--- src/verilog/t0s_pkg.sv ---
/*
 * Package for the timer 0 split-mode and timer control block: register
 * offsets, bit positions, reset values and the timer mode encoding.
 * Assumes a byte-wide register port with a 3-bit address.
 */
package t0s_pkg;

	// register offsets on the local register port
	localparam logic [2:0] OFS_CTRL = 3'h0;
	localparam logic [2:0] OFS_MODE = 3'h1;
	localparam logic [2:0] OFS_CLK = 3'h2;
	localparam logic [2:0] OFS_LOW = 3'h3;
	localparam logic [2:0] OFS_HIGH = 3'h4;
	localparam logic [2:0] OFS_BITWR = 3'h5;

	// timer_control_status bit positions
	localparam int B_TF1 = 7;
	localparam int B_TR1 = 6;
	localparam int B_TF0 = 5;
	localparam int B_TR0 = 4;
	localparam int B_IE1 = 3;
	localparam int B_IT1 = 2;
	localparam int B_IE0 = 1;
	localparam int B_IT0 = 0;

	// timer_mode_select_reg bit positions
	localparam int M_T0_LSB = 0;
	localparam int M_CT0 = 2;
	localparam int M_GATE_ENABLE_ZERO = 3;
	localparam int M_T1_LSB = 4;

	// clock control bit positions and implemented bits
	localparam int C_T0M = 3;
	localparam logic [7:0] CLK_MASK = 8'h1b;

	// single-bit write port fields
	localparam int BW_VAL = 3;

	// values after reset
	localparam logic [7:0] CTRL_RST = 8'h00;
	localparam logic [7:0] MODE_RST = 8'h00;
	localparam logic [7:0] CLK_RST = 8'h00;
	localparam logic [7:0] COUNT_RST = 8'h00;

	// mode select encoding, in order 0 to 3
	typedef enum logic [1:0] {
		T0S_MODE13,
		T0S_MODE16,
		T0S_MODE8R,
		T0S_SPLIT
	} t0s_mode_t;

endpackage

--- src/verilog/t0s_top.sv ---
/*
 * Timer 0 split mode (two 8-bit timers) and the shared timer control and
 * status register with its overflow and external interrupt flags.
 * Assumes all pins are synchronous to sys_clk, that the mode 0..2 counting
 * logic of both timers sits outside and reports its overflows here, and
 * that the prescaled clock arrives as a one-cycle tick.
 */
`timescale 1ns/1ps
`default_nettype none
module t0s_top
	import t0s_pkg::*;
(
	input wire logic sys_clk,
	input wire logic arst_n,
	input wire logic clkEn,
	input wire logic [2:0] regAddr,
	input wire logic [7:0] regWrData,
	input wire logic regWr,
	input wire logic regRd,
	output logic [7:0] regRdData,
	input wire logic countInputZero,
	input wire logic extIrqPinZero,
	input wire logic extIrqPinOne,
	input wire logic prescaleTick,
	input wire logic vecTimer0,
	input wire logic vecTimer1,
	input wire logic vecExt0,
	input wire logic vecExt1,
	input wire logic t0OvfIn,
	input wire logic t1OvfIn,
	output logic irqTimer0,
	output logic irqTimer1,
	output logic irqExt0,
	output logic irqExt1,
	output logic t0CountTick,
	output logic t1RunEnable,
	output logic t1ExtCountBlock,
	output logic t1BaudTick,
	output logic adcTrigger,
	output logic [7:0] modeSelectOut,
	output logic [7:0] clockCtrlOut
);

	// decoded write strobe for one offset
	function automatic logic hit(input logic strobe, input logic [2:0] addr, input logic [2:0] ofs);
		hit = strobe & (addr == ofs);
	endfunction

	logic [7:0] ctrl_reg;
	logic [7:0] ctrl_next;
	logic [7:0] mode_reg;
	logic [7:0] clk_reg;
	logic [7:0] rdData_reg;
	logic t1Tick_reg;

	logic [7:0] wrMask;
	logic [7:0] wrVal;
	logic [1:0] extSet;
	logic [1:0] extVecClr;
	logic [1:0] extFell;
	logic [1:0] extPin;
	logic [1:0] extVec;
	logic cntFell;

	logic wrCtrl;
	logic wrBit;
	logic wrMode;
	logic wrClk;
	logic wrLow;
	logic wrHigh;

	t0s_mode_t t0Mode;
	t0s_mode_t t1Mode;
	logic split;
	logic runZero;
	logic lowTick;
	logic highTick;
	logic lowInc;
	logic highInc;
	logic [7:0] lowCount;
	logic [7:0] highCount;
	logic lowOvf;
	logic highOvf;
	logic setTf0;
	logic setTf1;

	assign t0Mode = t0s_mode_t'(mode_reg[M_T0_LSB +: 2]);
	assign t1Mode = t0s_mode_t'(mode_reg[M_T1_LSB +: 2]);
	assign split = (t0Mode == T0S_SPLIT);

	// one write strobe per offset
	assign wrCtrl = hit(regWr, regAddr, OFS_CTRL);
	assign wrBit = hit(regWr, regAddr, OFS_BITWR);
	assign wrMode = hit(regWr, regAddr, OFS_MODE);
	assign wrClk = hit(regWr, regAddr, OFS_CLK);
	assign wrLow = hit(regWr, regAddr, OFS_LOW);
	assign wrHigh = hit(regWr, regAddr, OFS_HIGH);

	// software access to the control bits: whole byte or one bit
	always_comb begin
		wrMask = 8'h00;
		wrVal = 8'h00;
		if (wrCtrl) begin
			wrMask = 8'hff;
			wrVal = regWrData;
		end else if (wrBit) begin
			wrMask = 8'h01 << regWrData[2:0];
			wrVal = {8{regWrData[BW_VAL]}};
		end
	end

	// falling edges of the count input
	t0s_fall_detect u_cntEdge (
		.sys_clk(sys_clk),
		.arst_n(arst_n),
		.en(clkEn),
		.pinLevel(countInputZero),
		.fell(cntFell)
	);

	// timer 0 gating and timebase
	assign runZero = ctrl_reg[B_TR0] & (~mode_reg[M_GATE_ENABLE_ZERO] | extIrqPinZero);

	always_comb begin
		if (mode_reg[M_CT0]) begin
			lowTick = cntFell;
		end else if (clk_reg[C_T0M]) begin
			lowTick = 1'b1;
		end else begin
			lowTick = prescaleTick;
		end
	end

	// upper byte never looks at the count input
	assign highTick = clk_reg[C_T0M] ? 1'b1 : prescaleTick;

	assign lowInc = split & runZero & lowTick;
	assign highInc = split & ctrl_reg[B_TR1] & highTick;
	assign t0CountTick = clkEn & ~split & runZero & lowTick;

	t0s_count8 u_lowByte (
		.sys_clk(sys_clk),
		.arst_n(arst_n),
		.en(clkEn),
		.load(wrLow),
		.loadData(regWrData),
		.inc(lowInc),
		.count(lowCount),
		.ovf(lowOvf)
	);

	t0s_count8 u_highByte (
		.sys_clk(sys_clk),
		.arst_n(arst_n),
		.en(clkEn),
		.load(wrHigh),
		.loadData(regWrData),
		.inc(highInc),
		.count(highCount),
		.ovf(highOvf)
	);

	// overflow sources per mode
	assign setTf0 = split ? lowOvf : (clkEn & t0OvfIn);
	assign setTf1 = split ? highOvf : (clkEn & t1OvfIn);

	// both external interrupt channels
	assign extPin = {extIrqPinOne, extIrqPinZero};
	assign extVec = {vecExt1, vecExt0};

	genvar gi;
	generate
		for (gi = 0; gi < 2; gi++) begin : g_ext
			localparam int TYPE = (gi == 0) ? B_IT0 : B_IT1;

			t0s_fall_detect u_pinEdge (
				.sys_clk(sys_clk),
				.arst_n(arst_n),
				.en(clkEn),
				.pinLevel(extPin[gi]),
				.fell(extFell[gi])
			);

			// edge type: falling edge; level type: pin low
			assign extSet[gi] = ctrl_reg[TYPE] ? extFell[gi] : ~extPin[gi];
			assign extVecClr[gi] = extVec[gi] & ctrl_reg[TYPE];
		end
	endgenerate

	// next value of the control register, hardware set wins
	always_comb begin
		ctrl_next = ctrl_reg;
		ctrl_next[B_TR1] = wrMask[B_TR1] ? wrVal[B_TR1] : ctrl_reg[B_TR1];
		ctrl_next[B_TR0] = wrMask[B_TR0] ? wrVal[B_TR0] : ctrl_reg[B_TR0];
		ctrl_next[B_IT1] = wrMask[B_IT1] ? wrVal[B_IT1] : ctrl_reg[B_IT1];
		ctrl_next[B_IT0] = wrMask[B_IT0] ? wrVal[B_IT0] : ctrl_reg[B_IT0];

		// overflow flags: hardware set, then software, then vector
		if (setTf0) begin
			ctrl_next[B_TF0] = 1'b1;
		end else if (wrMask[B_TF0]) begin
			ctrl_next[B_TF0] = wrVal[B_TF0];
		end else if (vecTimer0) begin
			ctrl_next[B_TF0] = 1'b0;
		end

		if (setTf1) begin
			ctrl_next[B_TF1] = 1'b1;
		end else if (wrMask[B_TF1]) begin
			ctrl_next[B_TF1] = wrVal[B_TF1];
		end else if (vecTimer1) begin
			ctrl_next[B_TF1] = 1'b0;
		end

		// level type: flag mirrors the inverted pin, writes ignored
		if (!ctrl_reg[B_IT0]) begin
			ctrl_next[B_IE0] = ~extIrqPinZero;
		end else if (extSet[0]) begin
			ctrl_next[B_IE0] = 1'b1;
		end else if (wrMask[B_IE0]) begin
			ctrl_next[B_IE0] = wrVal[B_IE0];
		end else if (extVecClr[0]) begin
			ctrl_next[B_IE0] = 1'b0;
		end

		// channel one behaves like channel zero
		if (!ctrl_reg[B_IT1]) begin
			ctrl_next[B_IE1] = extSet[1];
		end else if (extSet[1]) begin
			ctrl_next[B_IE1] = 1'b1;
		end else if (wrMask[B_IE1]) begin
			ctrl_next[B_IE1] = wrVal[B_IE1];
		end else if (extVecClr[1]) begin
			ctrl_next[B_IE1] = 1'b0;
		end
	end

	always_ff @(posedge sys_clk or negedge arst_n) begin
		if (!arst_n) begin
			ctrl_reg <= CTRL_RST;
		end else if (clkEn) begin
			ctrl_reg <= ctrl_next;
		end
	end

	// mode select register
	always_ff @(posedge sys_clk or negedge arst_n) begin
		if (!arst_n) begin
			mode_reg <= MODE_RST;
		end else if (clkEn && wrMode) begin
			mode_reg <= regWrData;
		end
	end

	// clock control register, unused bits stay zero
	always_ff @(posedge sys_clk or negedge arst_n) begin
		if (!arst_n) begin
			clk_reg <= CLK_RST;
		end else if (clkEn && wrClk) begin
			clk_reg <= regWrData & CLK_MASK;
		end
	end

	// timer 1 overflow still feeds baud and conversion ticks
	always_ff @(posedge sys_clk or negedge arst_n) begin
		if (!arst_n) begin
			t1Tick_reg <= 1'b0;
		end else if (clkEn) begin
			t1Tick_reg <= t1OvfIn;
		end
	end

	// read data valid only in the cycle after the strobe
	always_ff @(posedge sys_clk or negedge arst_n) begin
		if (!arst_n) begin
			rdData_reg <= 8'h00;
		end else if (clkEn) begin
			if (regRd) begin
				case (regAddr)
					OFS_CTRL: begin
						rdData_reg <= ctrl_reg;
					end
					OFS_MODE: begin
						rdData_reg <= mode_reg;
					end
					OFS_CLK: begin
						rdData_reg <= clk_reg;
					end
					OFS_LOW: begin
						rdData_reg <= lowCount;
					end
					OFS_HIGH: begin
						rdData_reg <= highCount;
					end
					default: begin
						rdData_reg <= 8'h00;
					end
				endcase
			end else begin
				rdData_reg <= 8'h00;
			end
		end
	end

	assign regRdData = rdData_reg;

	// timer 1 run: in split mode its mode alone decides
	assign t1RunEnable = (t1Mode != T0S_SPLIT) & (split | ctrl_reg[B_TR1]);
	assign t1ExtCountBlock = split;
	assign t1BaudTick = t1Tick_reg;
	assign adcTrigger = t1Tick_reg;

	// interrupt requests are the flags themselves
	assign irqTimer0 = ctrl_reg[B_TF0];
	assign irqTimer1 = ctrl_reg[B_TF1];
	assign irqExt0 = ctrl_reg[B_IE0];
	assign irqExt1 = ctrl_reg[B_IE1];
	assign modeSelectOut = mode_reg;
	assign clockCtrlOut = clk_reg;

endmodule
`default_nettype wire

--- src/verilog/t0s_fall_detect.sv ---
/*
 * Falling-edge detector for a pin already synchronous to sys_clk.
 * Assumes the pin holds each level for at least two clock cycles.
 */
`timescale 1ns/1ps
`default_nettype none
module t0s_fall_detect
	import t0s_pkg::*;
(
	input wire logic sys_clk,
	input wire logic arst_n,
	input wire logic en,
	input wire logic pinLevel,
	output logic fell
);

	logic prev_reg;

	always_ff @(posedge sys_clk or negedge arst_n) begin
		if (!arst_n) begin
			prev_reg <= 1'b0;
		end else if (en) begin
			prev_reg <= pinLevel;
		end
	end

	// high-to-low seen between two enabled samples
	assign fell = en & prev_reg & ~pinLevel;

endmodule
`default_nettype wire

--- src/verilog/t0s_count8.sv ---
/*
 * One 8-bit count byte: software load, increment, wrap pulse.
 * Assumes load and inc come from the owning block in sys_clk domain.
 */
`timescale 1ns/1ps
`default_nettype none
module t0s_count8
	import t0s_pkg::*;
(
	input wire logic sys_clk,
	input wire logic arst_n,
	input wire logic en,
	input wire logic load,
	input wire logic [7:0] loadData,
	input wire logic inc,
	output logic [7:0] count,
	output logic ovf
);

	logic [7:0] count_reg;

	// a software load takes priority over counting
	always_ff @(posedge sys_clk or negedge arst_n) begin
		if (!arst_n) begin
			count_reg <= COUNT_RST;
		end else if (en) begin
			if (load) begin
				count_reg <= loadData;
			end else if (inc) begin
				count_reg <= count_reg + 8'h01;
			end
		end
	end

	assign count = count_reg;
	assign ovf = en & inc & ~load & (count_reg == 8'hff);

endmodule
`default_nettype wire

--- config.mk ---
export PLATFORM = sky130hd
export DESIGN_NAME = t0s_top
export DESIGN_NICKNAME = d
export VERILOG_FILES = /design/src/verilog/t0s_pkg.sv /design/src/verilog/t0s_top.sv /design/src/verilog/t0s_fall_detect.sv /design/src/verilog/t0s_count8.sv
export SDC_FILE = /design/constraint.sdc
export NUM_CORES = 1
export LEC_CHECK = 0
export BUFFER_PORTS_ARGS = -buffer_cell sky130_fd_sc_hd__buf_2
export CORE_MARGIN = 3
export CORE_UTILIZATION = 53
export CTS_BUF_LIST = sky130_fd_sc_hd__clkbuf_4 sky130_fd_sc_hd__clkbuf_8 sky130_fd_sc_hd__clkbuf_16
export CTS_CLUSTER_SIZE = 8
export DETAILED_ROUTE_END_ITERATION = 12
export GPL_TIMING_DRIVEN = 0
export PLACE_DENSITY = 0.83
export SYNTH_ARGS = -nofsm -noshare
export SYNTH_HDL_FRONTEND = slang
export SYNTH_HIERARCHICAL = 1
export SYNTH_SLANG_ARGS = --single-unit
--- constraint.sdc ---
create_clock -name sys_clk -period 2.9 [get_ports sys_clk]
set_input_delay 0.29 -clock sys_clk [delete_from_list [all_inputs] [get_ports sys_clk]]
set_output_delay 0.29 -clock sys_clk [all_outputs]
set_load 0.01 [all_outputs]
After elaboration in Yosys (flattened, before gate mapping)
Cells that the tools add are included.
Widths: inputs -> output; s select.

word-level totals
  RAM bits = 0
  bits in latches = 0
  logic and storage cells = 118
  flip-flop bits (word level) = 48
  memories = 0
  memory bits (read-only) = 0
  output and inout bits = 33

operators by class
  bitwise logic cells = 40
  eq/ne operators = 11
  add/sub/neg operators = 2
  magnitude comparators = 0
  reduce and logical (&&, ||, !) cells = 17
  divide/modulo/power cells = 0
  muxes and demuxes = 30
  shift-type cells = 1
  $mul = 0

operators with widths
  cell                 count
  $mux 8               9
  $pmux 8 s5           1
  $and 1x1->1          31
  $mux 1               20
  $reduce_and 2->1     10
  $add 8x1->8 const B  2
  $eq 8x8->1 const B   2
  $ne 4x1->1 const B   2
  $shl 1x3->8 const A  1
  $not 1->1            7
  $eq 3x2->1 const B   2
  $eq 3x3->1 const B   2
  $reduce_bool 3->1    2
  $reduce_bool 2->1    2
  $eq 3x1->1 const B   1
  $logic_not 3->1      1
  $eq 2x2->1 const B   1
  $logic_and 1x1->1    2
  $ne 2x2->1 const B   1
  $or 1x1->1           2

Depth between registers and ports, before layout
Gate-level depths: netlist (run 1).

  depth in word-level cells = 11
  depth in mapped cells = 11
  depth with buffers taken out = 11

Hierarchy
Netlist (run 1), hierarchy kept.

modules (own cells, without submodules)
  module           seq. area each (um^2)  instances  area an instance (um^2)  cells an instance
  t0s_top          725.7                  1          1910.6                   195
  t0s_count8       200.2                  2          505.5                    59
  t0s_fall_detect  25.0                   3          50.0                     3

Worst setup path after synthesis (run 1)
Ideal clock, no wire load.

  path kind = register to register
  start point = reg clk_reg[3] (netlist: clockCtrlOut[3])
  end point = reg ctrl_reg[5]
  cell stages (with the launch flop) = 11
  data required time = 2772 ps
  slack = 831 ps
  data arrival time = 1942 ps
  period minus slack after synthesis = 2069 ps
  cell sequence = dfrtp_1 -> nor2_1 -> o21ai_0 -> nand3_1 -> nor2_1 -> nand4_1 -> nor4_1 -> and3_1 -> a31oi_1 -> a31oi_1 -> mux2_1

between the ends
  cells in the longest elaborated chain, start to end = 9
  elaborated cells between the ends (all ways) = 10
  those cells by class = mux (4); bitwise (4); reduce/logical (2)

RTL lines
  element                             line              source
  start, declared                     t0s_top.sv:52     logic [7:0] clk_reg;
  start signal, assigned              t0s_top.sv:260    clk_reg <= regWrData & CLK_MASK;
  $mux 1 *                            t0s_top.sv:127    end else if (clk_reg[C_T0M]) begin
  $mux 1 *                            t0s_top.sv:125    if (mode_reg[M_CT0]) begin
  $and 1x1->1 *                       t0s_top.sv:137    assign lowInc = split & runZero & lowTick;
  named net lowInc                    t0s_top.sv:78     logic lowInc;
  $and 1x1->1 * (3 in series)         t0s_count8.sv:36  assign ovf = en & inc & ~load & (count_reg == 8'hff);
  named net lowOvf                    t0s_top.sv:82     logic lowOvf;
  $mux 1 *                            t0s_top.sv:164    assign setTf0 = split ? lowOvf : (clkEn & t0OvfIn);
  $reduce_bool 3->1 (no source line)  n/a
  $reduce_and 2->1 (no source line)   n/a
  end signal, assigned                t0s_top.sv:242    ctrl_reg <= ctrl_next;
  end, declared                       t0s_top.sv:49     logic [7:0] ctrl_reg;

The timed path passes the listed nets; every way through them passes the cells marked *.
A chain may end at the register's enable or synchronous reset.

Final worst setup path (run 1)
  start point = reg mode_reg[0] (netlist: modeSelectOut[0])
  end point = reg ctrl_reg[7]

between the ends
  cells in the longest elaborated chain, start to end = 9
  elaborated cells between the ends (all ways) = 10
  those cells by class = eq/ne (1); mux (2); bitwise (5); reduce/logical (2)

RTL lines
  element                             line              source
  start, declared                     t0s_top.sv:51     logic [7:0] mode_reg;
  start signal, assigned              t0s_top.sv:251    mode_reg <= regWrData;
  $eq 2x2->1 *                        t0s_top.sv:89     assign split = (t0Mode == T0S_SPLIT);
  $and 1x1->1 * (2 in series)         t0s_top.sv:138    assign highInc = split & ctrl_reg[B_TR1] & highTick;
  named net highInc                   t0s_top.sv:79     logic highInc;
  $and 1x1->1 * (3 in series)         t0s_count8.sv:36
  named net highOvf                   t0s_top.sv:83     logic highOvf;
  $mux 1 *                            t0s_top.sv:165    assign setTf1 = split ? highOvf : (clkEn & t1OvfIn);
  $reduce_bool 3->1 (no source line)  n/a
  $reduce_and 2->1 (no source line)   n/a

Marked as above.

==> results of run 1 <==
==> worst max-delay path, stage by stage (launching register included) <==
cell,delay (ns)
dfrtp_1,0.44
nand2_1,0.14
nor3b_1,0.77
nand4_1,0.17
nor4_1,0.51
mux2i_1,0.20
a21oi_1,0.20
o32a_1,0.17
==> cells in the final DEF, fill, tap and decap left out, types with 5 or more instances in the layout <==
master	count
dfrtp_1	48
o221ai_1	5
nand3_1	11
nor2_1	24
o21ai_0	19
nand4_1	11
nand2b_1	5
clkbuf_8	6
nand2_1	27
mux2_2	12
buf_4	8
a31oi_1	5
nor3b_1	9
o22ai_1	11
a21oi_1	22
buf_2	60
mux2i_1	14
inv_1	10
==> cell families after synthesis <==
logic type               after synthesis  synth area share (%)
buffers and inverters                 32                  6.15
AO/OA/AOI/OAI                         91                  20.0
flip-flops                            48                  39.1
AND/OR/NAND/NOR                      117                  22.2
other                                  1                 0.122
multiplexers                          31                  11.6
adder cells (fa/ha/maj)                2                 0.815
==> per-stage QoR <==
step	utilization, %	power (uW)	worst slack (ns)	hold slack [ns]	cells
floorplan	-	1190	0.831	-0.00559	325
global placement	61.7	1380	0.0764	0.483	450
detailed placement	61.7	1400	0.0354	0.482	450
CTS	63.3	1830	0.357	0.221	458
global route	63.3	1930	0.187	0.229	458
finish	63.3	1830	0.242	0.179	458
==> report_power, final <==
group	switching, uW	total [uW]	leakage [uW]	internal, uW
Clock	238	429	0.0000510	191
Sequential	129	902	0.000604	773
Combinational	274	502	0.000987	228
==> layer usage <==
| metal | routed length, um | track usage [%] | vias up |
|---|---|---|---|
| met4 | 215 | 8.80 | 0 |
| met2 | 4180 | 44.8 | 172 |
| met3 | 785 | 5.42 | 23 |
| met5 | 0 | 0 | - |
| li1 | - | - | 1338 |
| met1 | 3800 | 38.0 | 1467 |
==> synthesized netlist by cell type, drive strengths merged (2+ instances only) <==
cell type and n:
a21o 2, a21oi 22, a221o 3, a221oi 2, a22o 3, a311oi 3, a31o 2, a31oi 5
and2 4, and3 3, and3b 4, and4b 2, buf 19, clkbuf 3, dfrtp 48, ha 2
inv 10, mux2 16, mux2i 14, nand2 27, nand2b 5, nand3 11, nand3b 3, nand4 14
nor2 24, nor2b 3, nor3b 9, nor4 3, o21ai 22, o221ai 5, o22ai 11, o311a 2
o41ai 2
==> area by class of cell <==
cell class,instances,area share (%)
multi-input combinational,245,47.9
tap,72,2.55
sequential,48,34.0
buffer,22,4.29
clock inverter,2,0.283
clock buffer,6,2.34
inverter,10,1.06
timing repair buffer,53,7.51
==> how the worst max path moves through the flow <==
stage / end / slack [ns] / cells after the start
4_1_cts: ctrl_reg[5]$_DFFE_PN0P_ / 0.36 / 12
5_1_grt: ctrl_reg[7]$_DFFE_PN0P_ / 0.19 / 7
2_1_floorplan: ctrl_reg[5]$_DFFE_PN0P_ / 0.83 / 10
3_5_place_dp: ctrl_reg[5]$_DFFE_PN0P_ / 0.04 / 12
6_report: ctrl_reg[7]$_DFFE_PN0P_ / 0.24 / 7
3_3_place_gp: ctrl_reg[5]$_DFFE_PN0P_ / 0.08 / 12
==> results.md, run 1 <==
* Via Count at 3,000
* Initial DRC Count at 404
* Class of the worst hold path: input port to asynchronous set/reset pin
* Worst R2R Path Depth at 7
* Area of the multi-input gates at 1690 sq um
* First-pass GRT wire length at 14.3 mm
* Critical path class: register to register
* Cell area after synthesis at 3070 sq um
* Post-synth top area share at 39.1%
* Clk_lat worst skew at 0.31 ns
* Nets@finish at 413
* Critical path startpoint: modeSelectOut[0]$_DFFE_PN0P_
* Root buf cell: clkbuf_8
* Largest net degree at the start of global routing at 49
* Reg2reg setup slack at 0.24 ns
* CTS tree: yes
* Post-CTS Resized at 0
* Routed vias/inst at 6.55
* Final Slew Violations at 0
* Synth area leader: dfrtp_1
* Total GRT Usage at 27.9%
* Initial antenna violation count at 0
* Avg Inst Size Synth at 9.54 sq um
* Endpoint of the worst register-to-register path: ctrl_reg[7]$_DFFE_PN0P_
* Final Cell Area at 3530 sq um
* Crit path DAT at 2.91 ns
* Setup_tns at 0 ns
* Post-synth top flop: dfrtp_1
* Critical-path maximum fanout at 6
* Hold buffers post-CTS at 0
* Area added between synthesis and finish at 14.9%
* Ys async rst share at 100%
* Die height at 82.1 um
* Top cells by area, synth: dfrtp_1 (39%), mux2i_1 (4.6%), mux2_2 (4.4%), a21oi_1 (3.6%), nand2_1 (3.3%)
* DR pass1 iterations at 5
* Setup crit start kind: register
* Clock sinks at 48
* FF+latch area at 1200 sq um
* CTS buffer count at 5
* Final Setup Violations at 0
* Clock Path Buffers at 2
* Core area at 5570 sq um
* Layout cells sized above 1 at 28.8%
* FP Rows at 27
* Sequential area share after synthesis at 39.1%
* Die width at 82.1 um
* Outcome: completed
* Leakage power at 0.00164 uW
* Count of max-cap constraint violations at 0
* Worst Max-Slew Pin Slew at 1.10 ns
* Critical Path Sink Type: register
* Wire length per cell at 19.6 um
* Yosys warns at 6
* Post-CTS Setup Bufs at 0
* Slew HR at 26.6%
* Final Wtd Congestion at 0.921
* Starting density of the core at 55.1%
* Tmin final at 2.66 ns
* Routed Antenna Nets at 0
* Fin crit share at 91.7%
* Number of enable flip-flop cells after synthesis at 0
* Reg-to-reg critical path startpoint: modeSelectOut[0]$_DFFE_PN0P_
* PortBufs at 53
* Final Hold Vio Count at 0
* Antenna Cells at 0
* Post-DP Area at 3440 sq um
* Final clock skew at 0.0106 ns
* FMAX at 376 MHz
* Ports at 59
* CTS HTree Levels at 2
* Distinct cells, synth at 57
* RSZ-0062 raised after global routing: no
* Fill cells at 492
* Pwr per Cell Area at 519 nW/um^2
* Total Routed Length at 8.98 mm
* Critical Path RT at 3.15 ns
* DRC at 0
* Die area at 6750 sq um
* Detailed placement HPWL at 6.44 mm
* Synth Instances at 322
* Vias in the first global route at 2,826
* Yosys reg bits at 48
* Grt ovf at 0
* Peak VDD IR at 270 uV
* Worst-path clk slew at 0.10 ns
Note: power is estimated with default switching activity, not from simulation.
==> run 2, diff against run 1 <==
- REMOVE_ABC_BUFFERS: unset -> 1
==> run 2 against run 1 <==
Flip-flop and latch count is the same. Wire length fell by 11%. Critical path type is now input port to register. Utilization decreased by 2.0 points. Highest routed layer unchanged. Power increased by 3.5%. Clock power up 24%. First-iteration DRC count fell by 32%. Sequential share of layout area is 1.1 points higher.
==> results.md, run 2 (synthesized netlist as in run 1, its figures left out) <==
* Pwr per Cell Area at 555 nW/um^2 (was 519 nW/um^2)
* Class of the worst hold path: input port to asynchronous set/reset pin (unchanged)
* First-pass GRT wire length at 12.9 mm (was 14.3 mm)
* Hold buffers post-CTS at 0 (unchanged)
* Crit path DAT at 2.88 ns (was 2.91 ns)
* Starting density of the core at 55.1% (unchanged)
* Count of max-cap constraint violations at 0 (unchanged)
* Endpoint of the worst register-to-register path: ctrl_reg[5]$_DFFE_PN0P_ (was ctrl_reg[7]$_DFFE_PN0P_)
* Routed vias/inst at 6.27 (was 6.55)
* Ports at 59 (unchanged)
* Crit path depth at 12 (was 7)
* PortBufs at 54 (was 53)
* Post-DP Area at 3290 sq um (was 3440 sq um)
* Peak VDD IR at 294 uV (was 270 uV)
* FP Rows at 27 (unchanged)
* FF+latch area at 1200 sq um (unchanged)
* Reg2reg setup slack at 0.38 ns (was 0.24 ns)
* Reg-to-reg critical path startpoint: u_cntEdge/prev_reg$_DFFE_PN0P_ (was modeSelectOut[0]$_DFFE_PN0P_)
* Initial antenna violation count at 0 (unchanged)
* CP bufs+invs at 1 (was 0)
* Critical path class: input port to register (was register to register)
* Commonest non-fill, non-tap cell in the layout: buf_2 (unchanged)
* Grt ovf at 0 (unchanged)
* Largest net degree at the start of global routing at 49 (unchanged)
* Detailed placement HPWL at 5.60 mm (was 6.44 mm)
* Clock Path Buffers at 2 (unchanged)
* Critical-path maximum fanout at 48 (was 6)
* CTS tree: yes (unchanged)
* RSZ-0062 raised after global routing: no (unchanged)
* Root buf cell: clkbuf_8 (unchanged)
* Leakage power at 0.00156 uW (was 0.00164 uW)
* FMAX at 372 MHz (was 376 MHz)
* Final Slew Violations at 0 (unchanged)
* Initial DRC Count at 276 (was 404)
* Critical Path Sink Type: register (unchanged)
* Family with the most delay on the worst path: simple AND/OR/NAND/NOR gates (unchanged)
* Tmin final at 2.69 ns (was 2.66 ns)
* Vias in the first global route at 2,575 (was 2,826)
* Routed Antenna Nets at 0 (unchanged)
* Setup crit start kind: input port (was register)
* Fin crit share at 92.6% (was 91.7%)
* Max incr delay on CP at 0.42 ns (was 0.77 ns)
* CP max-delay cell: buf_4 (was nor3b_1)
* Clock sinks at 48 (unchanged)
* Wire length per cell at 18.4 um (was 19.6 um)
* CTS HTree Levels at 2 (unchanged)
* Critical Path RT at 3.09 ns (was 3.15 ns)
* Nets@finish at 392 (was 413)
* Critical path destination: ctrl_reg[5]$_DFFE_PN0P_ (was ctrl_reg[7]$_DFFE_PN0P_)
* Fill cells at 480 (was 492)
* Total Routed Length at 8.03 mm (was 8.98 mm)
* Area added between synthesis and finish at 11.4% (was 14.9%)
* Total GRT Usage at 25.2% (was 27.9%)
* Core area at 5570 sq um (unchanged)
* Antenna Cells at 0 (unchanged)
* CTS buffer count at 5 (unchanged)
* Clk_lat worst skew at 0.30 ns (was 0.31 ns)
* Die width at 82.1 um (unchanged)
* Worst-path clk slew at 0.09 ns (was 0.10 ns)
* Most frequent cells in the layout: buf_2 (53), dfrtp_1 (48), nand2_1 (27), nor2_1 (24), a21oi_1 (22) (was buf_2 (60), dfrtp_1 (48), nand2_1 (27), nor2_1 (24), a21oi_1 (22))
* Setup_tns at 0 ns (unchanged)
* CP cell instances: buf_4 > and3b_2 > nand2_1 > o21ai_0 > nand3_1 > nor2_1 > nand4_1 > nor4_1 > and3_1 > a31oi_1 > a31oi_1 > mux2_1 (was nand2_1 > nor3b_1 > nand4_1 > nor4_1 > mux2i_1 > a21oi_1 > o32a_1)
* DR pass1 iterations at 4 (was 5)
* Slew HR at 27.6% (was 26.6%)
* Worst Max-Slew Pin Slew at 1.09 ns (was 1.10 ns)
* Via Count at 2,738 (was 3,000)
* Final Wtd Congestion at 0.893 (was 0.921)
* Final Setup Violations at 0 (unchanged)
* Most common cell on crit path: a31oi_1
* Critical path startpoint: clkEn (was modeSelectOut[0]$_DFFE_PN0P_)
* Area of the multi-input gates at 1690 sq um (unchanged)
* Worst R2R Path Depth at 11 (was 7)
* Final Cell Area at 3420 sq um (was 3530 sq um)
* Layout cells sized above 1 at 25.5% (was 28.8%)
* Die height at 82.1 um (unchanged)
* Final Hold Vio Count at 0 (unchanged)
* Die area at 6750 sq um (unchanged)
* Outcome: completed (unchanged)
* DRC at 0 (unchanged)
* Final hold slack at 0.176 ns (was 0.179 ns)
* Final clock skew at 0.00269 ns (was 0.0106 ns)
==> run 2: cell types whose count changed in the layout (fill, tap and decap cells not counted), sizes merged <==
| cell | previous run | this run |
|---|---|---|
| clkbuf | 9 | 7 |
| bufinv | 0 | 1 |
| clkinv | 2 | 0 |
| buf | 72 | 54 |
==> run 2: power by group <==
| group | internal [uW] | switching (uW) | leakage, uW |
|---|---|---|---|
| Combinational | 213 | 257 | 0.000893 |
| Clock | 304 | 227 | 0.0000645 |
| Sequential | 773 | 123 | 0.000604 |
==> run 2: worst min-delay path by stage <==
stage / start / depth (start not counted) / slack, ns / endpoint
6_report: arst_n / 1 / 0.18 / ctrl_reg[1]$_DFFE_PN0P_
4_1_cts: arst_n / 1 / 0.22 / ctrl_reg[1]$_DFFE_PN0P_
5_1_grt: countInputZero / 2 / 0.22 / u_cntEdge/prev_reg$_DFFE_PN0P_
3_5_place_dp: g_ext[1].u_pinEdge/prev_reg$_DFFE_PN0P_ / 1 / 0.50 / g_ext[1].u_pinEdge/prev_reg$_DFFE_PN0P_
3_3_place_gp: u_cntEdge/prev_reg$_DFFE_PN0P_ / 1 / 0.49 / u_cntEdge/prev_reg$_DFFE_PN0P_
2_1_floorplan: arst_n / 0 / -0.006 / adcTrigger$_DFFE_PN0P_
==> run 2: final cells by class <==
type,instances,area share (%)
multi-input combinational,245,49.5
sequential,48,35.1
timing repair buffer,54,7.97
clock buffer,7,2.82
tap,72,2.63
inverter,10,1.10
clock inverter,1,0.878
==> run 2: what timing repair did <==
action,CTS,global route
setup buffers,0,0
endpoints found under the setup margin,1,0
endpoints found under the hold margin,0,0
gates resized for setup,1,0
==> run 2: per-stage QoR <==
stage	total power [uW]	setup slack (ns)	instances	util (%)
after global placement	1350	-0.296	429	59.1
after floorplan	1150	0.831	303	-
final	1900	0.214	437	61.4
after global routing	2000	0.0202	437	61.4
after detailed placement	1370	-0.356	429	59.1
after CTS	1900	0.274	437	61.4
==> run 2: routing by layer <==
layer	GRT usage, %	share of wire, %
met5	0	0
met4	8.97	1.8
met3	5.10	7.9
met2	39.3	47
met1	35.0	44
